File: src/fpci_params.svh
// Constants of the flash protection command interface
`ifndef FPCI_PARAMS_SVH
`define FPCI_PARAMS_SVH
`define FPCI_ADDR_W 24
`define FPCI_DATA_W 16
`define FPCI_CA_W 14
`define FPCI_CA_1554 14'h1554
`define FPCI_CA_2AA8 14'h2aa8
`define FPCI_CA_2A54 14'h2a54
`define FPCI_CA_15A8 14'h15a8
`define FPCI_CD_ENA1 8'ha8
`define FPCI_CD_ENA2 8'h54
`define FPCI_CD_RESET 8'hf0
`define FPCI_CD_PROG 8'ha0
`define FPCI_CD_ERASE 8'h80
`define FPCI_CD_BLK_CONF 8'h30
`define FPCI_CD_CHIP 8'h10
`define FPCI_CD_SUSPEND 8'hb0
`define FPCI_CD_RESUME 8'h30
`define FPCI_CD_READ_PROT 8'h90
`define FPCI_CD_SET_PROT 8'hc0
`define FPCI_CD_BLK_UNLOCK 8'hc1
`define FPCI_WD_SET_CODE 16'h7fff
`define FPCI_WD_CODE_UNLOCK 16'h0fff
`define FPCI_WD_CODE_RELOCK 16'hfffb
`define FPCI_TRAP_OPCODE 16'h009b
`define FPCI_PR_RESET 16'hffff
`define FPCI_PR_LOCKED 16'h0000
`define FPCI_PR_CODE_BIT 15
`define FPCI_PR_BLK_N 7
`define FPCI_ODD_WORD 2'b10
`endif

File: src/fpci_pkg.sv
// Types of the flash protection command interface
package fpci_pkg;
  typedef logic [23:0] fpci_addr_t;
  typedef logic [15:0] fpci_data_t;
  typedef enum logic [3:0] {
    FPCI_S_READ, FPCI_S_A1, FPCI_S_A2, FPCI_S_PW, FPCI_S_E3, FPCI_S_E4, FPCI_S_E5,
    FPCI_S_P1, FPCI_S_P2, FPCI_S_SP, FPCI_S_RP, FPCI_S_BTU
  } fpci_state_t;
  typedef struct packed {
    fpci_state_t st;
    logic pr_loaded;
    fpci_data_t act_pr;
    logic blk_unlock;
    logic code_unlock;
    fpci_data_t rd_data;
    fpci_addr_t op_addr;
    fpci_data_t op_data;
    logic prog_req;
    logic blk_erase_req;
    logic chip_erase_req;
    logic suspend_req;
    logic resume_req;
  } fpci_main_t;
  typedef struct packed {
    fpci_data_t nv_pr;
    logic err;
  } fpci_store_t;
endpackage

File: src/fpci_prot_if.sv
// Carrier between command decoder and protection store
`timescale 1ns/1ns
`default_nettype none
interface fpci_prot_if;
  logic wr;
  logic [15:0] wdata;
  logic [15:0] nv_pr;
  logic err;
  modport cmd (output wr, output wdata, input nv_pr, input err);
  modport store (input wr, input wdata, output nv_pr, output err);
endinterface
`default_nettype wire

File: src/fpci_prot_store.sv
// Non-volatile protection register: bits may only be cleared
`timescale 1ns/1ns
`default_nettype none
`include "fpci_params.svh"
module fpci_prot_store (
  input wire logic clk_sys, // System clock
  input wire logic por_rst, // Power-on reset, async, high
  input wire logic ce, // Clock enable
  fpci_prot_if.store pf // Write port and stored value
);
  import fpci_pkg::*;
  fpci_store_t r;
  fpci_store_t next_r;

  always_comb begin
    next_r = r;
    next_r.err = 1'b0;
    if (pf.wr) begin
      next_r.nv_pr = r.nv_pr & pf.wdata;
      next_r.err = |(pf.wdata & ~r.nv_pr);
    end
  end

  always_ff @(posedge clk_sys or posedge por_rst) begin
    if (por_rst) begin
      r <= '{nv_pr: `FPCI_PR_RESET, err: 1'b0};
    end else if (ce) begin
      r <= next_r;
    end
  end

  assign pf.nv_pr = r.nv_pr;
  assign pf.err = r.err;
endmodule
`default_nettype wire

File: src/fpci_top.sv
// Flash command interface: command decode and protection
// Operation
// - New protection value acts only after reset
// - Zero bits must stay zero on write
// - Status command makes odd words read protection
// - Prefix, C1, F0 lifts all block protection
// - Reset cancels temporary block unprotection
// - Locked code read from outside returns trap
// - Prefix then 7FFF at odd word locks code
// - No command ever clears stored code lock
// - 0FFF from flash fetch unlocks code temporarily
// - System reset ends temporary code unlock
// - FFFB from flash fetch relocks code
// - F0 returns reads to array data
// - B0 at any address suspends erase
// - Prefix, A0 at 1554, then address/data
// - Prefix, 80, prefix, 30 erases block
// - Prefix, 80, prefix, 10 erases chip
// - Command addresses ignore bit 14 upward
`timescale 1ns/1ns
`default_nettype none
`include "fpci_params.svh"
module fpci_top (
  input wire logic clk_sys, // System clock, 25 MHz
  input wire logic sys_rst, // System reset, async, high
  input wire logic por_rst, // Power-on reset of stored protection
  input wire logic ce, // Clock enable, freezes all state
  input wire logic wr_en, // CPU write cycle to flash
  input wire logic rd_en, // CPU read cycle from flash
  input wire fpci_pkg::fpci_addr_t addr, // CPU byte address
  input wire fpci_pkg::fpci_data_t wdata, // CPU write data
  input wire logic fetch_flash, // Current instruction fetched from flash
  input wire fpci_pkg::fpci_data_t arr_data, // Array word at addr
  output logic [15:0] rd_data, // Read answer, one cycle later
  output logic [23:0] op_addr, // Address for program or erase
  output logic [15:0] op_data, // Word to program
  output logic prog_req, // Program word pulse
  output logic blk_erase_req, // Block erase pulse
  output logic chip_erase_req, // Chip erase pulse
  output logic suspend_req, // Erase suspend pulse
  output logic resume_req, // Erase resume pulse
  output logic [6:0] blk_unprot, // High: block may be changed
  output logic code_locked, // Code protection in force
  output logic prot_wr_err // Protection write error pulse
);
  import fpci_pkg::*;

  fpci_prot_if pf ();
  fpci_main_t r;
  fpci_main_t next_r;
  logic wr_go;
  logic rd_go;
  logic odd_word;

  fpci_prot_store u_store (
    .clk_sys(clk_sys),
    .por_rst(por_rst),
    .ce(ce),
    .pf(pf)
  );

  // Coded cycle match: low data byte and low address bits only
  function automatic logic hit(input fpci_addr_t a, input fpci_data_t d,
                               input logic [7:0] code, input logic [13:0] ca);
    return (d[7:0] == code) && (a[13:0] == ca);
  endfunction

  assign wr_go = wr_en & ce;
  assign rd_go = rd_en & ce;
  assign odd_word = (addr[1:0] == `FPCI_ODD_WORD);
  assign code_locked = ~r.act_pr[`FPCI_PR_CODE_BIT] & ~r.code_unlock;

  always_comb begin
    next_r = r;
    next_r.prog_req = 1'b0;
    next_r.blk_erase_req = 1'b0;
    next_r.chip_erase_req = 1'b0;
    next_r.suspend_req = 1'b0;
    next_r.resume_req = 1'b0;
    pf.wr = 1'b0;
    pf.wdata = wdata;
    // Active copy taken from the store once, after reset only
    if (!r.pr_loaded) begin
      next_r.act_pr = pf.nv_pr;
      next_r.pr_loaded = 1'b1;
    end
    if (rd_go) begin
      if (r.st == FPCI_S_RP && odd_word) begin
        next_r.rd_data = r.act_pr;
      end else if (code_locked && !fetch_flash) begin
        next_r.rd_data = `FPCI_TRAP_OPCODE;
      end else begin
        next_r.rd_data = arr_data;
      end
    end
    if (wr_go) begin
      next_r.st = FPCI_S_READ;
      unique case (r.st)
        FPCI_S_READ, FPCI_S_RP: begin
          if (hit(addr, wdata, `FPCI_CD_ENA1, `FPCI_CA_1554)) begin
            next_r.st = FPCI_S_A1;
          end else if (hit(addr, wdata, `FPCI_CD_ENA1, `FPCI_CA_2A54)) begin
            next_r.st = FPCI_S_P1;
          end else if (wdata[7:0] == `FPCI_CD_SUSPEND) begin
            next_r.suspend_req = 1'b1;
          end else if (wdata[7:0] == `FPCI_CD_RESUME) begin
            next_r.resume_req = 1'b1;
          end
          if (fetch_flash && wdata == `FPCI_WD_CODE_UNLOCK) begin
            next_r.code_unlock = 1'b1;
          end
          if (fetch_flash && wdata == `FPCI_WD_CODE_RELOCK) begin
            next_r.code_unlock = 1'b0;
          end
        end
        FPCI_S_A1: begin
          if (hit(addr, wdata, `FPCI_CD_ENA2, `FPCI_CA_2AA8)) begin
            next_r.st = FPCI_S_A2;
          end
        end
        FPCI_S_A2: begin
          if (hit(addr, wdata, `FPCI_CD_PROG, `FPCI_CA_1554)) begin
            next_r.st = FPCI_S_PW;
          end else if (hit(addr, wdata, `FPCI_CD_ERASE, `FPCI_CA_1554)) begin
            next_r.st = FPCI_S_E3;
          end
        end
        FPCI_S_PW: begin
          next_r.prog_req = 1'b1;
          next_r.op_addr = addr;
          next_r.op_data = wdata;
        end
        FPCI_S_E3: begin
          if (hit(addr, wdata, `FPCI_CD_ENA1, `FPCI_CA_1554)) begin
            next_r.st = FPCI_S_E4;
          end
        end
        FPCI_S_E4: begin
          if (hit(addr, wdata, `FPCI_CD_ENA2, `FPCI_CA_2AA8)) begin
            next_r.st = FPCI_S_E5;
          end
        end
        FPCI_S_E5: begin
          if (hit(addr, wdata, `FPCI_CD_CHIP, `FPCI_CA_1554)) begin
            next_r.chip_erase_req = 1'b1;
          end else if (wdata[7:0] == `FPCI_CD_BLK_CONF) begin
            next_r.blk_erase_req = 1'b1;
            next_r.op_addr = addr;
          end
        end
        FPCI_S_P1: begin
          if (hit(addr, wdata, `FPCI_CD_ENA2, `FPCI_CA_15A8)) begin
            next_r.st = FPCI_S_P2;
          end
        end
        FPCI_S_P2: begin
          if (hit(addr, wdata, `FPCI_CD_READ_PROT, `FPCI_CA_2A54)) begin
            next_r.st = FPCI_S_RP;
          end else if (hit(addr, wdata, `FPCI_CD_SET_PROT, `FPCI_CA_2A54)) begin
            next_r.st = FPCI_S_SP;
          end else if (hit(addr, wdata, `FPCI_CD_BLK_UNLOCK, `FPCI_CA_2A54)) begin
            next_r.st = FPCI_S_BTU;
          end else if (odd_word && wdata == `FPCI_WD_SET_CODE) begin
            pf.wr = 1'b1;
          end
        end
        FPCI_S_SP: begin
          pf.wr = 1'b1;
        end
        FPCI_S_BTU: begin
          if (wdata[7:0] == `FPCI_CD_RESET) begin
            next_r.blk_unlock = 1'b1;
          end
        end
      endcase
    end
  end

  // Reset drops both temporary unlocks and loads a locked active copy
  always_ff @(posedge clk_sys or posedge sys_rst) begin
    if (sys_rst) begin
      r <= '{st: FPCI_S_READ, pr_loaded: 1'b0, act_pr: `FPCI_PR_LOCKED,
             blk_unlock: 1'b0, code_unlock: 1'b0, default: '0};
    end else if (ce) begin
      r <= next_r;
    end
  end

  assign rd_data = r.rd_data;
  assign op_addr = r.op_addr;
  assign op_data = r.op_data;
  assign prog_req = r.prog_req;
  assign blk_erase_req = r.blk_erase_req;
  assign chip_erase_req = r.chip_erase_req;
  assign suspend_req = r.suspend_req;
  assign resume_req = r.resume_req;
  assign blk_unprot = r.act_pr[`FPCI_PR_BLK_N-1:0] | {`FPCI_PR_BLK_N{r.blk_unlock}};
  assign prot_wr_err = pf.err;
endmodule
`default_nettype wire

File: config.mk
export PLATFORM = sky130hd
export DESIGN_NAME = fpci_top
export DESIGN_NICKNAME = d
export VERILOG_FILES = /design/src/fpci_pkg.sv /design/src/fpci_prot_if.sv /design/src/fpci_prot_store.sv /design/src/fpci_top.sv
export VERILOG_INCLUDE_DIRS = /design/src
export SDC_FILE = /design/constraint.sdc
export NUM_CORES = 1
export LEC_CHECK = 0
export BUFFER_PORTS_ARGS = -buffer_cell sky130_fd_sc_hd__buf_2
export CELL_PAD_IN_SITES_DETAIL_PLACEMENT = 1
export CELL_PAD_IN_SITES_GLOBAL_PLACEMENT = 2
export CORE_MARGIN = 2
export CORE_UTILIZATION = 30
export DETAILED_ROUTE_END_ITERATION = 8
export PLACE_DENSITY_LB_ADDON = 0.3
export SYNTH_ARGS = -nofsm -noshare
export SYNTH_HDL_FRONTEND = slang
export SYNTH_HIERARCHICAL = 1
export SYNTH_SLANG_ARGS = --single-unit
File: constraint.sdc
create_clock -name clk_sys -period 2.52 [get_ports clk_sys]
set_input_delay 0.504 -clock clk_sys [delete_from_list [all_inputs] [get_ports clk_sys]]
set_output_delay 0.504 -clock clk_sys [all_outputs]
set_load 0.005 [all_outputs]
* Word level (Yosys, flattened, before mapping) *
Index checks and enable logic that the tools add are counted.

word-level totals
  word-level logic and storage cells = 123
  register bits after elaboration = 101
  input port bits = 63
  output and inout bits = 70

cells by class
  bitwise gates (word level) = 10
  mux-type cells = 37
  equal/unequal tests = 32
  reduce and logical (&&, ||, !) cells = 29

operators by type and width
  operator                                          count
  == test 8 bit (second input constant)             8
  2-to-1 mux 24 bit                                 2
  one-hot mux 24 bit (2 select lines)               1
  bitwise AND 16 bit                                2
  2-to-1 mux 16 bit                                 2
  == test 14 x 13 -> 1 bit (second input constant)  2
  == test 14 bit (second input constant)            2
  one-hot mux 4 bit (7 select lines)                1
  2-to-1 mux 4 bit                                  5
  == test 16 x 12 -> 1 bit (second input constant)  1
  == test 16 x 15 -> 1 bit (second input constant)  1
  == test 16 bit (second input constant)            1
  == test 4 x 3 -> 1 bit (second input constant)    4
  == test 4 bit (second input constant)             4
  inverter 16 bit                                   1
  OR reduction 16 bit                               1
  logical AND 1 bit                                 15
  2-to-1 mux 3 bit                                  5
  2-to-1 mux 1 bit                                  14
  2-to-1 mux 2 bit                                  5
  == test 4 x 2 -> 1 bit (second input constant)    2
  == test 8 x 5 -> 1 bit (second input constant)    1
  == test 8 x 6 -> 1 bit (second input constant)    1
  == test 8 x 7 -> 1 bit (second input constant)    1
  16 further kinds                                  26

* Logic depth before layout (Yosys ltp) *
  word-level depth = 9
  gate-level depth with buffers = 9
  mapped depth without buffers = 7

* Modules after synthesis *
Netlist, hierarchy kept.

modules (own cells, without submodules)
  module           area each (um2)  times used  cells each  seq. area each (um2)
  fpci_top         4,340.4          1           402         2,102.0
  fpci_prot_store  720.7            1           59          445.4

* Worst setup path before layout *
No wires, ideal clock.

  kind = input to register
  from = in wdata[2]
  to = reg r, in the netlist op_addr[10]
  data required time = 2.395 ns
  library setup time = 0.125 ns
  stages = 7
  path buffers = 2
  setup slack = 0.093 ns
  arrival time = 2.302 ns
  cell sequence = buf_6 > nor4_4 > nand4b_1 > or3b_4 > a211oi_4 > buf_6 > mux2_2

on the way
  word-level cells in the longest chain between the ends = 4
  elaborated cells on any way between the ends = 6
  those cells by class = 4 x eq/ne; 2 x reduce/logical

RTL lines
  what                               line             text
  start: declaration                 fpci_top.sv:31   input wire fpci_pkg::fpci_data_t wdata,
  == test 8 x 5 -> 1 bit             fpci_top.sv:65   return (d[7:0] == code) && (a[13:0] == ca);
  logical AND 1 bit                  fpci_top.sv:65
  inequality test 2 bit (no line)    n/a
  AND reduction 5 bit (no line) (*)  n/a
  end signal: assignment             fpci_top.sv:182  r <= '{st: FPCI_S_READ, pr_loaded: 1'b0, act_pr: `FPCI_PR_LOCKED,
  end signal: assignment             fpci_top.sv:185  r <= next_r;
  end: declaration                   fpci_top.sv:49   fpci_main_t r;

Every way passes the cells marked *; elsewhere a longest branch is shown, timed or not.
A chain may end at the register's enable or synchronous reset.

* Worst setup path in the final report *
  from = in wdata[3]
  to = reg u_store.r, in the netlist u_store/pf.nv_pr[8]

on the way
  word-level cells in the longest chain between the ends = 9
  elaborated cells on any way between the ends = 15
  those cells by class = 4 x eq/ne; 6 x mux; 5 x reduce/logical

RTL lines
  what                                    line                   text
  == test 16 x 15 -> 1 bit (no line)      n/a
  logical AND 1 bit (no line)             n/a
  2-to-1 mux 1 bit                        fpci_top.sv:163        end else if (odd_word && wdata == `FPCI_WD_SET_CODE) begin
  2-to-1 mux 1 bit                        fpci_top.sv:161        end else if (hit(addr, wdata, `FPCI_CD_BLK_UNLOCK, `FPCI_CA_2A54)) begin
  2-to-1 mux 1 bit                        fpci_top.sv:159        end else if (hit(addr, wdata, `FPCI_CD_SET_PROT, `FPCI_CA_2A54)) begin
  2-to-1 mux 1 bit (*)                    fpci_top.sv:157        if (hit(addr, wdata, `FPCI_CD_READ_PROT, `FPCI_CA_2A54)) begin
  one-hot mux 1 bit (2 select lines) (*)  fpci_top.sv:98         unique case (r.st)
  2-to-1 mux 1 bit (*)                    fpci_top.sv:96         if (wr_go) begin
  via pf.wr                               fpci_prot_if.sv:5      logic wr;
  AND reduction 2 bit (no line) (*)       n/a
  end signal: assignment                  fpci_prot_store.sv:26  r <= '{nv_pr: `FPCI_PR_RESET, err: 1'b0};
  end signal: assignment                  fpci_prot_store.sv:28  r <= next_r;
  end: declaration                        fpci_prot_store.sv:12  fpci_store_t r;

Mark *: on every way through the listed nets, which the timed path passes. The rest lies on a longest branch.

==> out/qor.csv <==
metric;value;unit
reg2reg setup slack;0.64;ns
Synth Flop Type;dfrtp_1;
FF-to-FF Start;r[82];
mean routed wirelength per cell;18.1;microns
RSZ-0062 raised after global routing;false;
Worst path depth;10;
die area;17900;sq um
WS Path Type;primary input to register;
R2R depth;4;
placed inst area;5720;sq um
Die Ht;134;microns
largest net degree at the start of global routing;39;
Final Core Density;36.6;%
Synth area leaders;dfrtp_1 42%, mux2_2 12%, buf_4 8.3%;
max_slew headroom;48.1;%
Final Non-Filler Cells;781;
Vias per Instance;4.80;
io pins;133;
run status;complete, no violations;
DIE WIDTH;134;microns
Syn Nets;524;
final setup margin;0.389;ns
Final Setup Violations;0;
period utilisation layout;84.6;%
H-tree depth;3;
worst flop-to-flop path endpoint;op_addr[15];
Clock power frac;44.4;%
design area;6050;sq um
initial antenna violation count;0;
slew at the pin closest to its max-slew limit;0.776;ns
Top delay family on crit path;simple AND/OR/NAND/NOR gates;
RePlAce Congestion;0.884;
CP max-delay cell;nor4_1;
post_cts resized;0;
cts hold-fix bufs;0;
Tmin final;2.13;ns
final wirelength;14.1;mm
startpoint types;primary input;
CTS root buf;clkbuf_16;
fraction of power consumed by combinational cells;7.8;%
Post-Synthesis Cell Area;5060;sq um
Max Cap Viol;0;
cell leakage power;3.07;nW
Fill cells;1883;
vias in the first global route;4019;
Register Area;2550;sq um
router iterations before antenna repair;5;
top cells by count, synth;85 x dfrtp_1, 56 x buf_4, 54 x mux2_2, 37 x nand2_1;
Total GRT Usage;16.3;%
Hold WS;0.215;ns
CTS tree;done;
Sw Share;24.0;%
Synth Area per Inst;11.0;sq um
Seq/Total Area, Yosys;50.3;%
sequential share of power;47.8;%
P_sw;0.841;mW
FP Rows;47;
Vias;3748;
DRC;0;
Cells after Synth;461;
crit-path cells;buf_2 > buf_4 > nand3_1 > nor4_1 > nand4_1 > o21bai_1 > and4b_1 > nand2_1 > buf_12 > o21a_1;
TNS Setup;0;ns
internal power;2.66;mW
Setup Buffers After CTS;0;
DR iter-0 viols;175;
Total Power;3.50;mW
Synth cell types;50;
CTS max path bufs;2;
Final Hold Viols;0;
Critical Path RT;2.80;ns
Synth Register Bits;101;
CP max stage delay;0.47;ns
yosys warns;6;
area share of the largest cell type after synthesis;42.0;%
Antenna Cells;0;
Buffers on Ports;132;
share of layout cells above drive strength 1;45.6;%
worst path buffer plus inverter count;3;
clock skew;0.00696;ns
initial core utilization;30.6;%
Multi-input gate area;1960;sq um
type of destination of the critical path;register;
peak supply drop;0.289;mV
hpwl dp;10.9;mm
clock slew at reported path FFs;0.07;ns
pre-CTS setup slack;0.00457;ns
Slew Limit Fails;0;
Area Overhead vs Synth;19.6;%
post-synth top area cell;dfrtp_1;
first-pass GRT wire length;22.5;mm
Async SR Flop Fraction;100;%
clk sink count;101;
CP Data Arrival Time;2.41;ns
fin nets;619;
worst-path fanout max;17;
Final ANT Viol Nets;0;
TritonCTS Buffers;9;
clk_lat worst skew;0.36;ns
Placed Instances;765;
worst hold path class;primary input to asynchronous set/reset pin;
total congestion overflow;0;
PwrDens;578;nW/um^2
Fmax;469;MHz
core area;16500;sq um
most numerous cell in the Yosys netlist;dfrtp_1;
Post-synth EDFFs;0;
cells in the final DEF, fill, tap and decap left out, drive strengths merged, types with 10 or more instances in the layout:
cell type,instances
a21oi,13
dfrtp,85
o21a,17
mux2,56
and3,15
dfstp,16
o21ai,15
nor3,10
nand2,37
nand2b,12
nor2,17
buf,158
inv,12
power by group through the flow:
stage / logic (mW) / registers (mW) / clock network, mW
after detailed placement: 0.281 / 1.70 / 0
after global routing: 0.309 / 1.68 / 1.67
after global placement: 0.276 / 1.70 / 0
after CTS: 0.281 / 1.67 / 1.60
final: 0.275 / 1.67 / 1.55
after floorplan: 0.155 / 1.70 / 0
state kept, by name, indices dropped and copies added, names as in the netlist:
signal	flops
suspend_req	1
op_data	16
prog_req	1
u_store/pf.nv_pr	16
op_addr	24
blk_erase_req	1
r	23
rd_data	16
chip_erase_req	1
u_store/pf.err	1
resume_req	1
routing by layer:
layer  up-vias  track usage (%)  routed length, microns
li1       1763                -                       -
met1      1886             21.5                    6430
met2        82             27.0                    6880
met3        17             2.68                     512
met4         0             6.21                     286
met5         -                0                       0
area by class of cell:
cell class                      instances  area share [%]
Inverter                               11           0.744
Clock buffer                            9            3.72
Sequential cell                       101            42.1
Timing Repair Buffer                  158            14.8
Tap cell                              220            4.55
Multi-Input combinational cell        275            32.4
Clock inverter                          7            1.78
worst max-delay path by stage:
stage	start	end	slack, ns
2_1_floorplan	wdata[2]	op_addr[10]	0.09
3_3_place_gp	wdata[3]	u_store/pf.nv_pr[4]	0.03
3_5_place_dp	wdata[9]	u_store/pf.nv_pr[8]	0.005
4_1_cts	wdata[9]	u_store/pf.nv_pr[8]	0.37
5_1_grt	wdata[3]	u_store/pf.nv_pr[4]	0.24
6_report	wdata[3]	u_store/pf.nv_pr[8]	0.39
kinds of logic (layout without fill, tap and decap cells):
group                     Yosys count  count (layout)  share of synthesized area (%)
and+or+nand+nor                   145             145                           16.2
DFF                               101             101                           50.3
buffers and inverters              85             185                           11.0
AOI/OAI and AO/OA                  73              73                           9.89
muxes                              56              56                           12.5
xor gates and xnor gates            1               1                          0.173
No activity file was read; power rests on OpenSTA's default activity.
